--- config.mk ---
export PLATFORM = sky130hd
export DESIGN_NAME = nbl_host
export DESIGN_NICKNAME = d
export VERILOG_FILES = /design/src/nbl_pkg.sv /design/src/nbl_strobe.sv /design/src/nbl_host.sv
export SDC_FILE = /design/constraint.sdc
export NUM_CORES = 1
export LEC_CHECK = 0
export ABC_AREA = 1
export CORE_UTILIZATION = 64
export DETAILED_ROUTE_END_ITERATION = 7
export DONT_BUFFER_PORTS = 1
export HOLD_SLACK_MARGIN = 0.03
export PLACE_DENSITY = 0.77
export SYNTH_ARGS = -nofsm -noshare
export SYNTH_HDL_FRONTEND = slang
export SYNTH_HIERARCHICAL = 1
export SYNTH_SLANG_ARGS = --single-unit
--- constraint.sdc ---
create_clock -name pclk -period 1.77 [get_ports pclk]
set_clock_uncertainty 0.05 [all_clocks]
set_input_delay 0.354 -clock pclk [delete_from_list [all_inputs] [get_ports pclk]]
set_output_delay 0.354 -clock pclk [all_outputs]
set_load 0.05 [all_outputs]
--- src/nbl_pkg.sv ---
// Package: constants for the NAND block-lock host controller
// How it works
// - Unlock is 23h+lower then 24h+upper
// - Page LSB carries invert, other bits zero
// - Host keeps lower strictly below upper
// - Three address cycles, fixed bit placement
// - Host confirms WP high before lock-tight
// - 7Ah plus block address returns status byte
package nbl_pkg;
  // ****************************************************************
  // Register map of the controller
  // ****************************************************************
  localparam logic [11:0] ADDR_CTRL = 12'h000;
  localparam logic [11:0] ADDR_LOWER = 12'h004;
  localparam logic [11:0] ADDR_UPPER = 12'h008;
  localparam logic [11:0] ADDR_STATUS = 12'h00C;
  localparam logic [11:0] ADDR_RESULT = 12'h010;
  // Control fields
  localparam int CTRL_GO_BIT = 0;
  localparam int CTRL_OP_LSB = 4;
  localparam int CTRL_INV_BIT = 8;
  localparam int CTRL_WP_BIT = 9;
  // Operations requested through the control register
  localparam logic [2:0] OP_UNLOCK = 3'h0;
  localparam logic [2:0] OP_LOCK_ALL = 3'h1;
  localparam logic [2:0] OP_TIGHT = 3'h2;
  localparam logic [2:0] OP_READ_STAT = 3'h3;
  // ****************************************************************
  // Device command codes and field positions
  // ****************************************************************
  localparam logic [7:0] CMD_UNLOCK_LO = 8'h23;
  localparam logic [7:0] CMD_UNLOCK_HI = 8'h24;
  localparam logic [7:0] CMD_LOCK_ALL = 8'h2A;
  localparam logic [7:0] CMD_TIGHT = 8'h2C;
  localparam logic [7:0] CMD_READ_STAT = 8'h7A;
  localparam int BLK_W = 18;
  localparam int BA_LOW_LSB = 6;
  localparam int BA_MID_LSB = 8;
  localparam int BA_TOP_LSB = 16;
  // ****************************************************************
  // Bus timing, in ns, and cycle counts at 200 MHz
  // ****************************************************************
  localparam int CLK_PS = 5000;
  localparam int T_WP_NS = 25;
  localparam int T_REA_NS = 25;
  localparam int WE_CYC = (T_WP_NS * 1000 + CLK_PS - 1) / CLK_PS;
  localparam int REA_CYC = (T_REA_NS * 1000 + CLK_PS - 1) / CLK_PS;
  localparam logic [3:0] WE_CNT = 4'(WE_CYC);
  localparam logic [3:0] REA_CNT = 4'(REA_CYC);
  typedef enum logic [6:0] {
    NBL_IDLE = 7'h01,
    NBL_CMD = 7'h02,
    NBL_ADDR = 7'h04,
    NBL_NEXT = 7'h08,
    NBL_READ = 7'h10,
    NBL_HOLD = 7'h20,
    NBL_DONE = 7'h40
  } nbl_state_t;
endpackage

--- src/nbl_strobe.sv ---
// Strobe timer: one write or read strobe of fixed length
`timescale 1ns/100ps
`default_nettype none
module nbl_strobe (
  input wire logic pclk, // Clock
  input wire logic presetn, // Async reset, active low
  input wire logic start, // Pulse: begin a strobe
  input wire logic [3:0] len, // Strobe length in cycles
  output logic active, // Strobe low phase running
  output logic done // Pulse: strobe finished
);
  logic [3:0] cnt;

  always_ff @(posedge pclk or negedge presetn) begin
    if (!presetn) begin
      cnt <= 4'h0;
      active <= 1'b0;
      done <= 1'b0;
    end else begin
      done <= 1'b0;
      if (start) begin
        cnt <= len;
        active <= 1'b1;
      end else if (active) begin
        if (cnt <= 4'h1) begin
          active <= 1'b0;
          done <= 1'b1;
        end else begin
          cnt <= cnt - 4'h1;
        end
      end
    end
  end
endmodule
`default_nettype wire

--- src/nbl_host.sv ---
// Host controller issuing block-lock commands to a NAND device
//
// The register addresses and the APB register port are this design's own decisions.
`timescale 1ns/100ps
`default_nettype none
module nbl_host (
  input wire logic pclk, // Clock
  input wire logic presetn, // Async reset, active low
  input wire logic psel, // APB select
  input wire logic penable, // APB enable
  input wire logic pwrite, // APB direction
  input wire logic [11:0] paddr, // APB byte address
  input wire logic [31:0] pwdata, // APB write data
  output logic [31:0] prdata, // APB read data
  output logic pready, // APB ready
  output logic pslverr, // APB error
  output logic nand_ce_n, // Chip enable, active low
  output logic nand_cle, // Command latch enable
  output logic nand_ale, // Address latch enable
  output logic nand_we_n, // Write enable, active low
  output logic nand_re_n, // Read enable, active low
  output logic nand_wp_n, // Write protect, active low
  output logic [7:0] nand_io_o, // I/O drive value
  output logic nand_io_oe, // I/O drive enable
  input wire logic [7:0] nand_io_i, // I/O sampled value
  input wire logic nand_rb_n // Ready/busy, low when busy
);
  nbl_pkg::nbl_state_t state;
  logic [2:0] op;
  logic [nbl_pkg::BLK_W-1:0] lower_blk;
  logic [nbl_pkg::BLK_W-1:0] upper_blk;
  logic invert;
  logic busy;
  logic [7:0] result;
  logic [1:0] acyc;
  logic second;
  logic st_start;
  logic [3:0] st_len;
  logic st_active;
  logic st_done;
  logic apb_wr;
  logic go;
  logic [2:0] req_op;
  logic cmd_ok;

  // Address byte n of a block in the three-cycle lock format
  function automatic logic [7:0] addr_byte(
    input logic [nbl_pkg::BLK_W-1:0] blk,
    input logic inv,
    input logic [1:0] n
  );
    logic [7:0] b;
    b = 8'h00;
    unique case (n)
      2'h0: b = {blk[nbl_pkg::BA_LOW_LSB+1 -: 2], 5'h00, inv};
      2'h1: b = blk[nbl_pkg::BA_MID_LSB +: 8];
      default: b = {6'h00, blk[nbl_pkg::BA_TOP_LSB +: 2]};
    endcase
    return b;
  endfunction

  // Opcode for the current step of the sequence
  function automatic logic [7:0] op_cmd(input logic [2:0] o,
                                         input logic sec);
    logic [7:0] c;
    c = nbl_pkg::CMD_READ_STAT;
    if (o == nbl_pkg::OP_UNLOCK) begin
      c = sec ? nbl_pkg::CMD_UNLOCK_HI : nbl_pkg::CMD_UNLOCK_LO;
    end else if (o == nbl_pkg::OP_LOCK_ALL) begin
      c = nbl_pkg::CMD_LOCK_ALL;
    end else if (o == nbl_pkg::OP_TIGHT) begin
      c = nbl_pkg::CMD_TIGHT;
    end
    return c;
  endfunction

  // ****************************************************************
  // APB slave
  // ****************************************************************
  assign apb_wr = psel && penable && pwrite && pready;
  assign go = apb_wr && (paddr == nbl_pkg::ADDR_CTRL) &&
              pwdata[nbl_pkg::CTRL_GO_BIT] && !busy;

  // Never send a reversed range, nor lock-tight with WP asserted
  assign req_op = pwdata[nbl_pkg::CTRL_OP_LSB +: 3];
  assign cmd_ok =
    (req_op != nbl_pkg::OP_UNLOCK ||
     lower_blk[nbl_pkg::BLK_W-1:nbl_pkg::BA_LOW_LSB] <
     upper_blk[nbl_pkg::BLK_W-1:nbl_pkg::BA_LOW_LSB]) &&
    (req_op != nbl_pkg::OP_TIGHT ||
     (nand_wp_n && !pwdata[nbl_pkg::CTRL_WP_BIT]));

  always_ff @(posedge pclk or negedge presetn) begin
    if (!presetn) begin
      pready <= 1'b0;
      pslverr <= 1'b0;
      prdata <= 32'h00000000;
    end else begin
      pready <= psel && !penable;
      pslverr <= 1'b0;
      if (psel && !penable) begin
        prdata <= 32'h00000000;
        unique case (paddr)
          nbl_pkg::ADDR_CTRL:
            prdata <= {22'h000000, nand_wp_n ? 1'b0 : 1'b1, invert,
                       1'b0, op, 3'h0, busy};
          nbl_pkg::ADDR_LOWER: prdata <= {14'h0000, lower_blk};
          nbl_pkg::ADDR_UPPER: prdata <= {14'h0000, upper_blk};
          nbl_pkg::ADDR_STATUS:
            prdata <= {30'h00000000, nand_rb_n, busy};
          nbl_pkg::ADDR_RESULT: prdata <= {24'h000000, result};
          default: pslverr <= 1'b1;
        endcase
      end
    end
  end

  // ****************************************************************
  // Software settings
  // ****************************************************************
  always_ff @(posedge pclk or negedge presetn) begin
    if (!presetn) begin
      op <= nbl_pkg::OP_UNLOCK;
      invert <= 1'b0;
      lower_blk <= '0;
      upper_blk <= '0;
      nand_wp_n <= 1'b1;
    end else if (apb_wr) begin
      if (paddr == nbl_pkg::ADDR_CTRL) begin
        nand_wp_n <= !pwdata[nbl_pkg::CTRL_WP_BIT];
        if (!busy) begin
          op <= pwdata[nbl_pkg::CTRL_OP_LSB +: 3];
          invert <= pwdata[nbl_pkg::CTRL_INV_BIT];
        end
      end else if (paddr == nbl_pkg::ADDR_LOWER && !busy) begin
        lower_blk <= pwdata[nbl_pkg::BLK_W-1:0];
      end else if (paddr == nbl_pkg::ADDR_UPPER && !busy) begin
        upper_blk <= pwdata[nbl_pkg::BLK_W-1:0];
      end
    end
  end

  // ****************************************************************
  // Device sequencer
  // ****************************************************************
  assign st_len = (state == nbl_pkg::NBL_READ) ? nbl_pkg::REA_CNT
                                       : nbl_pkg::WE_CNT;

  nbl_strobe u_strobe (
    .pclk(pclk),
    .presetn(presetn),
    .start(st_start),
    .len(st_len),
    .active(st_active),
    .done(st_done)
  );

  always_ff @(posedge pclk or negedge presetn) begin
    if (!presetn) begin
      state <= nbl_pkg::NBL_IDLE;
      busy <= 1'b0;
      st_start <= 1'b0;
      acyc <= 2'h0;
      second <= 1'b0;
      result <= 8'h00;
      nand_ce_n <= 1'b1;
      nand_cle <= 1'b0;
      nand_ale <= 1'b0;
      nand_we_n <= 1'b1;
      nand_re_n <= 1'b1;
      nand_io_o <= 8'h00;
      nand_io_oe <= 1'b0;
    end else begin
      st_start <= 1'b0;
      unique case (state)
        nbl_pkg::NBL_IDLE: begin
          if (go && cmd_ok) begin
            busy <= 1'b1;
            second <= 1'b0;
            nand_ce_n <= 1'b0;
            state <= nbl_pkg::NBL_CMD;
          end
        end
        nbl_pkg::NBL_CMD: begin
          // Setup for one command latch cycle
          nand_cle <= 1'b1;
          nand_io_oe <= 1'b1;
          nand_io_o <= op_cmd(op, second);
          nand_we_n <= 1'b0;
          st_start <= 1'b1;
          acyc <= 2'h0;
          state <= nbl_pkg::NBL_HOLD;
        end
        nbl_pkg::NBL_ADDR: begin
          nand_ale <= 1'b1;
          nand_io_oe <= 1'b1;
          // Lower boundary carries no invert; upper carries it
          nand_io_o <= addr_byte(second ? upper_blk : lower_blk,
                                 second && op == nbl_pkg::OP_UNLOCK
                                   && invert, acyc);
          nand_we_n <= 1'b0;
          st_start <= 1'b1;
          state <= nbl_pkg::NBL_HOLD;
        end
        nbl_pkg::NBL_HOLD: begin
          if (st_done) begin
            nand_we_n <= 1'b1;
            state <= nbl_pkg::NBL_NEXT;
          end
        end
        nbl_pkg::NBL_NEXT: begin
          nand_cle <= 1'b0;
          nand_ale <= 1'b0;
          if (op == nbl_pkg::OP_LOCK_ALL || op == nbl_pkg::OP_TIGHT) begin
            state <= nbl_pkg::NBL_DONE;
          end else if (!nand_ale) begin
            acyc <= 2'h0;
            state <= nbl_pkg::NBL_ADDR;
          end else if (acyc != 2'h2) begin
            acyc <= acyc + 2'h1;
            state <= nbl_pkg::NBL_ADDR;
          end else if (op == nbl_pkg::OP_UNLOCK && !second) begin
            second <= 1'b1;
            state <= nbl_pkg::NBL_CMD;
          end else if (op == nbl_pkg::OP_READ_STAT) begin
            nand_io_oe <= 1'b0;
            nand_re_n <= 1'b0;
            st_start <= 1'b1;
            state <= nbl_pkg::NBL_READ;
          end else begin
            state <= nbl_pkg::NBL_DONE;
          end
        end
        nbl_pkg::NBL_READ: begin
          // Data valid at end of read access time
          if (st_done) begin
            result <= nand_io_i;
            nand_re_n <= 1'b1;
            state <= nbl_pkg::NBL_DONE;
          end
        end
        nbl_pkg::NBL_DONE: begin
          nand_io_oe <= 1'b0;
          nand_ce_n <= 1'b1;
          busy <= 1'b0;
          state <= nbl_pkg::NBL_IDLE;
        end
        default: state <= nbl_pkg::NBL_IDLE;
      endcase
    end
  end
endmodule
`default_nettype wire

==> results by group, run 1 <==
STA
  • Final Slew Violations: 0
  • Tmin final: 1.77 ns
  • FMAX: 0.566 GHz
  • Setup TNS: 0 ns
  • Final Hold Fails: 101
  • Tcrit/Tclk final: 99.7%
  • RSZ-0062 raised after global routing: true
  • Hold WS: -0.388 ns
  • Max_slew headroom: 64.4%
  • Worst-margin pin slew: 0.533 ns
  • Fin worst setup slack: 0.00453 ns
  • Endpoints failing setup: 0

Routing
  • Via Count: 4505
  • Drt drc: 0
  • Initial DRC count: 321
  • Drt pass-1 iters: 5
  • Vias per cell: 5.70
  • WL final: 12900 um
  • DR WL/cell: 16.4 um
  • Post-route ant nets: 0

Cells and area
  • Diode count: 0
  • Area taken by multi-input logic gates: 2550 sq um
  • Area Growth Syn to Fin: 11.5%
  • Filler cell count: 598
  • FF+latch area: 2530 sq um
  • Nets: 755
  • Final instance area: 6100 sq um
  • Share of layout cells above drive strength 1: 21.4%

Yosys
  • Synth unique cells: 47
  • Post-synth top area share: 43.9%
  • Yosys Warn Count: 6
  • Commonest cells in the netlist: nand2_1, dfrtp_1, inv_1
  • Number of flops mapped to enable cells by yosys: 0
  • Most frequent cell after synthesis: nand2_1
  • Mapped Avg Cell Area: 8.52 sq um
  • Seq/Total Area, Yosys: 46.3%
  • Asr flop ratio synth: 100%
  • Mapped Cells: 642
  • Primary FF master, synth: dfrtp_1
  • Count of state elements after synthesis: 101
  • Synth area leaders: dfrtp_1, nand2_1, inv_1, ha_1, o21ai_0
  • Post-synthesis cell area: 5470 sq um
  • Yosys top cell by area: dfrtp_1

Clock network
  • Hold_buf cts: 1
  • Clock sink count: 101
  • Clock Pin Slew Worst Setup and Hold Paths: 0.10 ns
  • CTS tree: yes
  • Clk Latency, worst-skew pair: 0.37 ns
  • CTS Buffer Depth: 2
  • Root buffer selected by CTS: clkbuf_8
  • H-tree Lvls: 3
  • Num CTS Buffers: 9

GRT
  • GRT Total Usage: 31.3%
  • First-pass GRT wire length: 20900 um
  • Total grt overflow: 0
  • Largest net degree at the start of global routing: 102
  • Antenna violations before repair: 0
  • Vias in the first global route: 4375

Placed design
  • Dpl hpwl: 9350 um
  • Final RePlAce weighted congestion: 0.864
  • DP Area: 5760 sq um
  • Pre-CTS WS: -0.0328 ns
  • Number of port buffers: 0

Setup path
  • Reg-to-reg slack, setup: 0.005 ns
  • Worst path required time: 1.97 ns
  • Worst path arrival time: 1.97 ns
  • Critical path type: register to register
  • CP max FO: 3
  • Critical Path Start Type: register
  • CP Capture Type: register

Status
  • Failing checks: hold timing
  • Outcome: complete, but fails checks

Pwr
  • Sw power: 1.78 mW
  • Leakage: 3.00 nW
  • Internal power: 3.65 mW
  • Clock network power share: 30.5%
  • Comb pwr share: 16.1%
  • Design Power: 5.42 mW
  • Power share of the sequential group: 53.4%
  • VDD IR max: 0.712 mV
  • Sw frac: 32.8%
  • PwrDens: 890 nW/um^2

Flow run
  • Max Cap Viol: 0

Die
  • Die X: 94.4 um
  • Die H: 94.4 um
  • Die ar.: 8920 sq um
  • Io pins: 107
  • Core Footprint: 8260 sq um
  • Initial Util: 66.2%
  • Rows: 33

Min path
  • Class of the worst hold path: primary input to async pin
final timing paths:
path / start / endpoint / depth (start not counted)
max in group asynchronous: presetn / nand_we_n$_DFFE_PN1P_ / 0
max reg2reg: lower_blk[17]$_DFFE_PN0P_ / busy$_DFFE_PN0P_ / 11
max: lower_blk[17]$_DFFE_PN0P_ / busy$_DFFE_PN0P_ / 11
min in group pclk: nand_io_i[0] / result[0]$_DFFE_PN0P_ / 1
min reg2reg: lower_blk[4]$_DFFE_PN0P_ / lower_blk[4]$_DFFE_PN0P_ / 2
min: presetn / prdata[4]$_DFFE_PN0P_ / 0
routing by layer:
| layer | vias to the layer above | part of all wire, % | global-route usage [%] |
|---|---|---|---|
| li1 | 2137 | - | - |
| met1 | 2132 | 44 | 42.5 |
| met2 | 203 | 47 | 49.1 |
| met3 | 33 | 6.6 | 5.48 |
| met4 | 0 | 2.7 | 14.2 |
| met5 | - | 0 | 0 |
state kept, by name, indices dropped and copies added, names as in the netlist, 2 cells and up:
register / flops
u_strobe/cnt: 4
result: 8
op: 3
state: 7
nand_io_o: 8
prdata: 18
acyc: 2
lower_blk: 18
upper_blk: 18
critical path, cell delays in order (launching register included):
cell	delay, ns
dfrtp_1	0.43
ha_4	0.30
nand2_4	0.06
nor2_4	0.13
nand2_2	0.07
nor2_1	0.09
nand2_1	0.06
nand2_1	0.06
nand2_1	0.06
nand2_2	0.14
nor2_4	0.05
o21a_1	0.17
per-stage QoR:
| step | utilization, % | std cells |
|---|---|---|
| 3_3_place_gp | 69.8 | 770 |
| 6_report | 73.8 | 791 |
| 2_1_floorplan | - | 658 |
| 4_1_cts | 72.9 | 787 |
| 3_5_place_dp | 69.8 | 770 |
| 5_1_grt | 73.8 | 791 |
cells in the final DEF, fill, tap and decap left out, types with 6 or more instances in the layout:
master,netlist,final
inv_2,8,13
inv_1,75,70
nor3_1,6,6
buf_4,14,32
dfrtp_1,96,96
mux2_1,7,7
nand2_2,18,21
o21ai_2,18,18
clkbuf_8,0,11
nand3_1,30,30
o21ai_0,32,30
nor2_1,28,26
a21oi_1,17,17
ha_1,16,13
conb_1,2,18
nor2_2,11,11
nand2_1,169,165
o21ai_1,27,29
logic make-up after synthesis:
| logic type | share of synthesized area (%) |
|---|---|
| AOI/OAI and AO/OA | 13.1 |
| adders and majority gates | 3.66 |
| buffers and inverters | 9.38 |
| DFF | 46.3 |
| muxes | 1.65 |
| other | 0.137 |
| and+or+nand+nor | 25.8 |
final cells by class:
type,instances,share of cell area (%)
multi-input combinational,447,41.8
clock buffer,13,2.61
timing repair buffer,37,5.42
inverter,85,5.36
clock inverter,3,1.11
tap,105,2.15
sequential,101,41.6
power by group through the flow:
stage	Combinational [mW]	Sequential, mW	Clock, mW
finish	0.875	2.90	1.65
global route	0.996	2.92	1.76
CTS	0.864	2.90	1.67
detailed placement	0.856	2.94	0
global placement	0.819	2.93	0
floorplan	0.728	2.91	0
repair_timing:
action | in CTS | in global routing
pin swaps | 2 | 8
resized for setup | 3 | 16
endpoints found under the setup margin | 4 | 9
setup buffers | 0 | 4
endpoints found under the hold margin | 102 | 101
Note: power is estimated with default switching activity, not from simulation.
==> run 2, diff against run 1 <==
--- a/config.mk
+++ b/config.mk
@@ -6,6 +6,7 @@
 export NUM_CORES = 1
 export LEC_CHECK = 0
 export ABC_AREA = 1
+export CORE_MARGIN = 2
 export CORE_UTILIZATION = 64
 export DETAILED_ROUTE_END_ITERATION = 7
 export DONT_BUFFER_PORTS = 1
==> constraint.sdc (replaced) <==
create_clock -name pclk -period 1.75 [get_ports pclk]
set_clock_uncertainty 0.05 [all_clocks]
set_input_delay 0.35 -clock pclk [delete_from_list [all_inputs] [get_ports pclk]]
set_output_delay 0.35 -clock pclk [all_outputs]
set_load 0.05 [all_outputs]
==> run 2 against run 1 <==
Net effect:
- the run still ends with hold timing left
- sequential share of layout area is 0.26 points lower
- die area up 4.3%
- sequential power about the same
- via count decreased by 0.60%
- cell count down 0.13%
- total power grew 2.0%
- register-to-register slack hardly changed
- cell area grew 0.64%
- global-route usage down 1.9 points
- routed wire length down 0.90%
- critical path type unchanged
- highest routed layer unchanged
==> results by group, run 2 (synthesized netlist as in run 1, its figures left out) <==
Status
  • Outcome: complete, but fails checks
  • Failing checks: hold timing

Pwr
  • Leakage: 2.99 nW (-0.44%)
  • Sw frac: 33.6% (+0.82 points)
  • Power share of the sequential group: 53.1% (-0.3 points)
  • Internal power: 3.67 mW (+0.71%)
  • Clock network power share: 30.5% (about the same)
  • VDD IR max: 0.618 mV (-13%)
  • Sw power: 1.86 mW (+4.5%)
  • Comb pwr share: 16.5% (+0.4 points)
  • PwrDens: 901 nW/um^2 (+1.3%)

STA
  • Tmin final: 1.73 ns (-0.0331 ns)
  • Setup TNS: 0 ns (unchanged)
  • Fin worst setup slack: 0.0176 ns (+0.0131 ns)
  • Final Slew Violations: 0 (unchanged)
  • Final Hold Fails: 101 (unchanged)
  • Endpoints failing setup: 0 (unchanged)
  • Tcrit/Tclk final: 99.0% (-0.75 points)
  • RSZ-0062 raised after global routing: true
  • Worst-margin pin slew: 0.519 ns (-0.0148 ns)
  • Max_slew headroom: 65.4% (+0.99 points)
  • FMAX: 0.577 GHz (+1.9%)
  • Hold WS: -0.384 ns (+0.00418 ns)

Cells and area
  • Nets: 754 (-0.13%)
  • Share of layout cells above drive strength 1: 22.6% (+1.2 points)
  • Most frequent cells in the layout: nand2_1, dfrtp_1, inv_1
  • Final core occ: 74.3% (+0.47 points)
  • Most common cell after layout, fill and taps aside: nand2_1
  • Area Growth Syn to Fin: 12.2%
  • Biggest regs: lower_blk (18), prdata (18), upper_blk (18)
  • Filler cell count: 620 (+3.7%)
  • Diode count: 0 (unchanged)

Setup path
  • CP delay by family, top: simple AND/OR/NAND/NOR gates
  • Critical Path Start Type: register
  • CP max stage delay: 0.37 ns (-0.06 ns)
  • RR Startpoint: upper_blk[17]$_DFFE_PN0P_
  • Reg-to-reg slack, setup: 0.02 ns (about the same)
  • Bufs and invs on worst path: 1 (+1)
  • Slowest CP cell: dfrtp_1
  • RR Endpoint: busy$_DFFE_PN0P_
  • CP Launch Point: upper_blk[17]$_DFFE_PN0P_
  • Worst path required time: 1.95 ns (-0.02 ns)
  • Worst path arrival time: 1.94 ns (-0.03 ns)
  • CP Depth: 12 (+1)
  • Ordered cell list for the critical path: inv_2, ha_4, nand2_4, nor2_4, nand2_2, nor2_1, nor2_1, nand2_1, nand2_2, nand2_4, nor2_4, o21a_1
  • Critical path type: register to register
  • Critical Path End: busy$_DFFE_PN0P_
  • CP Capture Type: register
  • CP max FO: 3 (unchanged)
  • Depth of the most critical reg-to-reg path: 12 (+1)

Routing
  • Top Layer Used: met4
  • Post-route ant nets: 0 (unchanged)
  • Wire length on met2: 5970 um (-1.9%)
  • WL final: 12800 um (-0.90%)
  • Met1 WL: 5590 um (-0.99%)
  • Met3 WL: 1030 um (+20%)
  • DR WL/cell: 16.2 um (-0.77%)
  • Drt pass-1 iters: 5 (unchanged)
  • Drt drc: 0 (unchanged)
  • Via Count: 4478 (-0.60%)
  • Vias per cell: 5.67 (-0.47%)
  • Initial DRC count: 386 (+20%)

Placed design
  • Final RePlAce weighted congestion: 0.924 (+7.0%)
  • Number of port buffers: 0 (unchanged)
  • Pre-CTS WS: -0.0579 ns (-0.0251 ns)
  • Dpl hpwl: 9530 um (+1.9%)

Clock network
  • Post-CTS setup buffer count: 0 (unchanged)
  • Hold_buf cts: 1 (unchanged)
  • CTS tree: yes
  • Root buffer selected by CTS: clkbuf_8
  • Clock Pin Slew Worst Setup and Hold Paths: 0.10 ns (about the same)
  • H-tree Lvls: 3 (unchanged)
  • Clock sink count: 101 (unchanged)
  • Num CTS Buffers: 9 (unchanged)
  • Clk Latency, worst-skew pair: 0.36 ns (about the same)
  • CTS Buffer Depth: 2 (unchanged)

GRT
  • First-pass GRT wire length: 20700 um (-0.90%)
  • GRT Total Usage: 29.4% (-1.9 points)
  • Largest net degree at the start of global routing: 102 (unchanged)
  • Vias in the first global route: 4328 (-1.1%)
  • Total grt overflow: 0 (unchanged)
  • Antenna violations before repair: 0 (unchanged)

Die
  • Io pins: 107 (unchanged)
  • Die X: 96.4 um (+2.1%)
  • Die ar.: 9300 sq um (+4.3%)
  • Die H: 96.4 um (+2.1%)
  • Rows: 33 (unchanged)
  • Initial Util: 66.2% (unchanged)
  • Core Footprint: 8260 sq um (unchanged)

Flow run
  • Max Cap Viol: 0 (unchanged)

Min path
  • Class of the worst hold path: primary input to async pin
==> run 2: changes by cell type in the layout (fill, tap and decap cells not counted), moves of 2 or more <==
cell      delta
ha_1         -2
clkbuf_1     -2
nand2_4      +4
inv_6        +2
inv_1        -3
ha_4         +2
inv_2        +3
nand2_2      -3
buf_12       -2
==> run 2: per-layer routing <==
layer,up-vias,track usage (%)
li1,2134,-
met1,2134,41.6
met2,189,45.9
met3,21,6.13
met4,0,8.57
met5,-,0
==> run 2: worst register-to-register path, stage by stage (launching register included) <==
cell and delay (ns):
dfrtp_1 0.37, inv_2 0.06, ha_4 0.27, nand2_4 0.05, nor2_4 0.11, nand2_2 0.07
nor2_1 0.10, nor2_1 0.05, nand2_1 0.08, nand2_2 0.07, nand2_4 0.12, nor2_4 0.05
o21a_1 0.19
==> run 2: layout make-up <==
cell class | count | area, sq um | share of cell area (%)
tap | 105 | 131 | 2.14
clock inverter | 6 | 93.8 | 1.53
clock buffer | 10 | 138 | 2.24
multi-input combinational | 447 | 2620 | 42.6
timing repair buffer | 36 | 298 | 4.85
sequential | 101 | 2530 | 41.3
inverter | 85 | 327 | 5.32
==> run 2: worst min path at each step <==
stage | slack [ns] | depth (start not counted) | start | end
2_1_floorplan | 0.004 | 0 | presetn | acyc[0]$_DFFE_PN0P_
3_3_place_gp | 0.007 | 0 | presetn | prdata[3]$_DFFE_PN0P_
3_5_place_dp | 0.006 | 0 | presetn | prdata[5]$_DFFE_PN0P_
4_1_cts | -0.40 | 0 | presetn | prdata[5]$_DFFE_PN0P_
5_1_grt | -0.42 | 0 | presetn | prdata[5]$_DFFE_PN0P_
6_report | -0.38 | 0 | presetn | prdata[5]$_DFFE_PN0P_
==> run 2: power by group through the flow <==
stage               clock (mW)  sequential, mW  combinational [mW]
finish                    1.68            2.93               0.912
global route              1.83            2.95                1.05
CTS                       1.71            2.93               0.876
detailed placement           0            2.97               0.872
global placement             0            2.97               0.826
floorplan                    0            2.94               0.737
==> run 2: metrics by stage <==
stage	cells	hold slack, ns	total power, mW	area (sq um)
final	790	-0.384	5.53	6140
after detailed placement	773	0.00629	3.85	5760
after floorplan	658	0.00441	3.68	5530
after global routing	790	-0.416	5.83	6140
after CTS	790	-0.395	5.52	6010
after global placement	773	0.00667	3.79	5760
==> run 2: repair_timing <==
item / in CTS / in global routing
pin swaps: 2 / 11
setup endpoints to repair: 4 / 19
hold endpoints to repair: 102 / 101
gates resized for setup: 2 / 29
==> run 3, diff against run 2 <==
--- a/config.mk
+++ b/config.mk
@@ -5,13 +5,13 @@
 export SDC_FILE = /design/constraint.sdc
 export NUM_CORES = 1
 export LEC_CHECK = 0
-export ABC_AREA = 1
 export CORE_MARGIN = 2
 export CORE_UTILIZATION = 64
 export DETAILED_ROUTE_END_ITERATION = 7
 export DONT_BUFFER_PORTS = 1
 export HOLD_SLACK_MARGIN = 0.03
 export PLACE_DENSITY = 0.77
+export SLEW_MARGIN = 15
 export SYNTH_ARGS = -nofsm -noshare
 export SYNTH_HDL_FRONTEND = slang
 export SYNTH_HIERARCHICAL = 1
==> run 3 against run 2 <==
Net effect:
- largest power group unchanged
- critical endpoint is now second$_DFFE_PN0P_
- worst hold slack got worse by 0.0029 ns
- combinational power down 86%
- global-route usage is 0.19 points lower
- the run ends with hold timing, setup timing left
- critical path type unchanged
- sequential power decreased by 19%
==> results by group, run 3 <==
Placed design
  • Number of port buffers: 0 (unchanged)
  • Dpl cells: 622 (-20%)
  • Dpl hpwl: 9080 um (-4.7%)
  • Final RePlAce weighted congestion: 0.824 (-11%)

Setup path
  • Slowest CP cell: dfrtp_1
  • CP Launch Point: upper_blk[8]$_DFFE_PN0P_
  • Critical path type: register to register
  • CP max FO: 5 (+2)
  • CP Capture Type: register
  • RR Startpoint: upper_blk[8]$_DFFE_PN0P_
  • CP max stage delay: 0.37 ns (about the same)
  • Depth of the most critical reg-to-reg path: 8 (-4)
  • RR Endpoint: second$_DFFE_PN0P_
  • Critical Path Start Type: register
  • Worst path arrival time: 2.08 ns (+0.14 ns)
  • Ordered cell list for the critical path: inv_1, ha_1, a211o_1, a31oi_1, nor4_2, a211oi_2, buf_4, a21oi_1
  • CP delay by family, top: compound AO/OA/AOI/OAI gates
  • Reg-to-reg slack, setup: -0.11 ns (-0.12 ns)
  • Bufs and invs on worst path: 2 (+1)
  • Worst path required time: 1.97 ns (+0.02 ns)

Cells and area
  • Biggest regs: lower_blk (18), prdata (18), upper_blk (18)
  • Diode count: 0 (unchanged)
  • Most frequent cells in the layout: dfrtp_1, buf_4, mux2_2
  • Filler cell count: 521 (-16%)
  • Post-Layout Cell Count: 647 (-18%)
  • Area taken by multi-input logic gates: 2730 sq um (+4.3%)
  • Share of layout cells above drive strength 1: 36.9% (+14 points)
  • FF+latch area: 2530 sq um (unchanged)
  • Area Growth Syn to Fin: 16.4%
  • Nets: 611 (-19%)
  • Most common cell after layout, fill and taps aside: dfrtp_1

Yosys
  • Asr flop ratio synth: 100% (unchanged)
  • Primary FF master, synth: dfrtp_1
  • Number of flops mapped to enable cells by yosys: 0 (unchanged)
  • Mapped Cells: 468 (-27%)
  • Post-synth top area share: 44.2% (+0.22 points)
  • Yosys top cell by area: dfrtp_1
  • Commonest cells in the netlist: dfrtp_1, mux2_2, nand2_1
  • Seq/Total Area, Yosys: 46.6% (+0.23 points)
  • Count of state elements after synthesis: 101 (unchanged)
  • Yosys Warn Count: 6 (unchanged)
  • Synth area leaders: dfrtp_1, mux2_2, mux2_4, ha_1, dfstp_2
  • Synth unique cells: 75 (+60%)
  • Most frequent cell after synthesis: dfrtp_1
  • Mapped Avg Cell Area: 11.6 sq um (+36%)
  • Post-synthesis cell area: 5440 sq um (-0.50%)

Die
  • Io pins: 107 (unchanged)
  • Die ar.: 9250 sq um (-0.49%)
  • Die H: 96.2 um (-0.24%)
  • Rows: 33 (unchanged)
  • Core Footprint: 8220 sq um (-0.50%)
  • Initial Util: 66.2% (about the same)
  • Die X: 96.2 um (-0.24%)

GRT
  • GRT Total Usage: 29.2% (-0.19 points)
  • Antenna violations before repair: 0 (unchanged)
  • Largest net degree at the start of global routing: 102 (unchanged)
  • First-pass GRT wire length: 20300 um (-2.2%)
  • Total grt overflow: 0 (unchanged)
  • Vias in the first global route: 4065 (-6.1%)

Routing
  • Drt pass-1 iters: 5 (unchanged)
  • WL final: 12800 um (about the same)
  • DR WL/cell: 19.8 um (+22%)
  • Drt drc: 0 (unchanged)
  • Vias per cell: 6.21 (+9.6%)
  • Via Count: 4019 (-10%)
  • Post-route ant nets: 0 (unchanged)
  • Initial DRC count: 230 (-40%)

STA
  • Setup TNS: -0.462 ns (-0.462 ns)
  • RSZ-0062 raised after global routing: true
  • Tcrit/Tclk final: 106% (+7.1 points)
  • Max_slew headroom: 65.8% (+0.41 points)
  • Fin worst setup slack: -0.106 ns (-0.124 ns)
  • Final Hold Fails: 101 (unchanged)
  • Endpoints failing setup: 5 (+5)
  • FMAX: 0.539 GHz (-6.7%)
  • Hold WS: -0.386 ns (-0.00291 ns)
  • Worst-margin pin slew: 0.513 ns (-0.00615 ns)
  • Tmin final: 1.86 ns (+0.124 ns)
  • Final Slew Violations: 0 (unchanged)

Status
  • Failing checks: hold timing, setup timing
  • Outcome: complete, but fails checks

Pwr
  • PwrDens: 652 nW/um^2 (-28%)
  • Leakage: 3.00 nW (+0.28%)
  • VDD IR max: 0.651 mV (+5.3%)

Clock network
  • H-tree Lvls: 3 (unchanged)
  • CTS tree: yes
  • Num CTS Buffers: 9 (unchanged)
  • Clock sink count: 101 (unchanged)
  • Hold_buf cts: 1 (unchanged)
  • CTS Buffer Depth: 2 (unchanged)
  • Clock Pin Slew Worst Setup and Hold Paths: 0.10 ns (about the same)
  • Root buffer selected by CTS: clkbuf_8
  • Clk Latency, worst-skew pair: 0.37 ns (about the same)

Flow run
  • Max Cap Viol: 0 (unchanged)

Min path
  • Class of the worst hold path: primary input to async pin
[run 3: per-layer routing]
| metal | wire length [um] | track usage, % | share of wire [%] | vias to the layer above |
|---|---|---|---|---|
| met5 | 0 | 0 | 0 | - |
| met4 | 297 | 10.7 | 2.3 | 0 |
| met3 | 799 | 8.14 | 6.2 | 26 |
| met2 | 6610 | 49.9 | 52 | 142 |
| met1 | 5110 | 35.1 | 40 | 2018 |
| li1 | - | - | - | 1833 |
[run 3: worst register-to-register path, delay by kind of cell (launching register included)]
family | cells | cell delay, ns
buffers and inverters | 2 | 0.23
AO/OA/AOI/OAI | 4 | 0.74
adder cells (fa/ha/maj) | 1 | 0.31
AND/OR/NAND/NOR | 1 | 0.06
flip-flops | 1 | 0.37
[run 3: area by class of cell]
type	instances	area share, %
Tap cell	105	2.07
Inverter	19	1.13
Timing Repair Buffer	78	10.3
Multi-Input combinational cell	328	43.1
Clock buffer	10	2.01
Clock inverter	6	1.46
Sequential cell	101	40.0
[run 3: metrics by stage]
| step | power (mW) | area, sq um | setup WS [ns] | util (%) | hold slack, ns |
|---|---|---|---|---|---|
| after detailed placement | 2.53 | 5950 | -0.198 | 72.4 | 0.00660 |
| after global routing | 4.25 | 6330 | -0.172 | 77.1 | -0.413 |
| after CTS | 4.15 | 6260 | -0.0694 | 76.2 | -0.400 |
| after floorplan | 2.56 | 5540 | -0.325 | - | 0.00441 |
| final | 4.13 | 6330 | -0.106 | 77.1 | -0.386 |
| after global placement | 2.53 | 5950 | -0.124 | 72.4 | 0.00696 |
[run 3: cells by family (layout without fill, tap and decap cells)]
| logic type | Yosys count | in the layout | synth area share (%) |
|---|---|---|---|
| simple gates | 134 | 134 | 15.6 |
| flops | 101 | 101 | 46.6 |
| compound gates | 100 | 100 | 13.5 |
| mux | 57 | 57 | 13.2 |
| buf+inv | 55 | 113 | 6.90 |
| fa+ha+maj | 16 | 16 | 3.68 |
| xor+xnor | 3 | 3 | 0.483 |
| other cells | 2 | 18 | 0.138 |
[run 3: worst max-delay path by stage]
stage / slack, ns / endpoint / cells after the start
floorplan: -0.33 / lower_blk[10]$_DFFE_PN0P_ / 7
global placement: -0.12 / busy$_DFFE_PN0P_ / 7
detailed placement: -0.20 / busy$_DFFE_PN0P_ / 7
CTS: -0.07 / busy$_DFFE_PN0P_ / 8
global route: -0.17 / busy$_DFFE_PN0P_ / 8
finish: -0.11 / second$_DFFE_PN0P_ / 8
[run 3: timing repair]
| action | in CTS | in global routing |
|---|---|---|
| setup endpoints to repair | 9 | 30 |
| hold endpoints to repair | 102 | 101 |
| gates resized for setup | 9 | 6 |
| pin swaps | 6 | 4 |
| setup buffers | 2 | 6 |
[run 3: power breakdown]
part	switching, mW	internal (mW)
clock network	0.829	0.816
registers	0.0113	2.34
logic	0.0987	0.0332
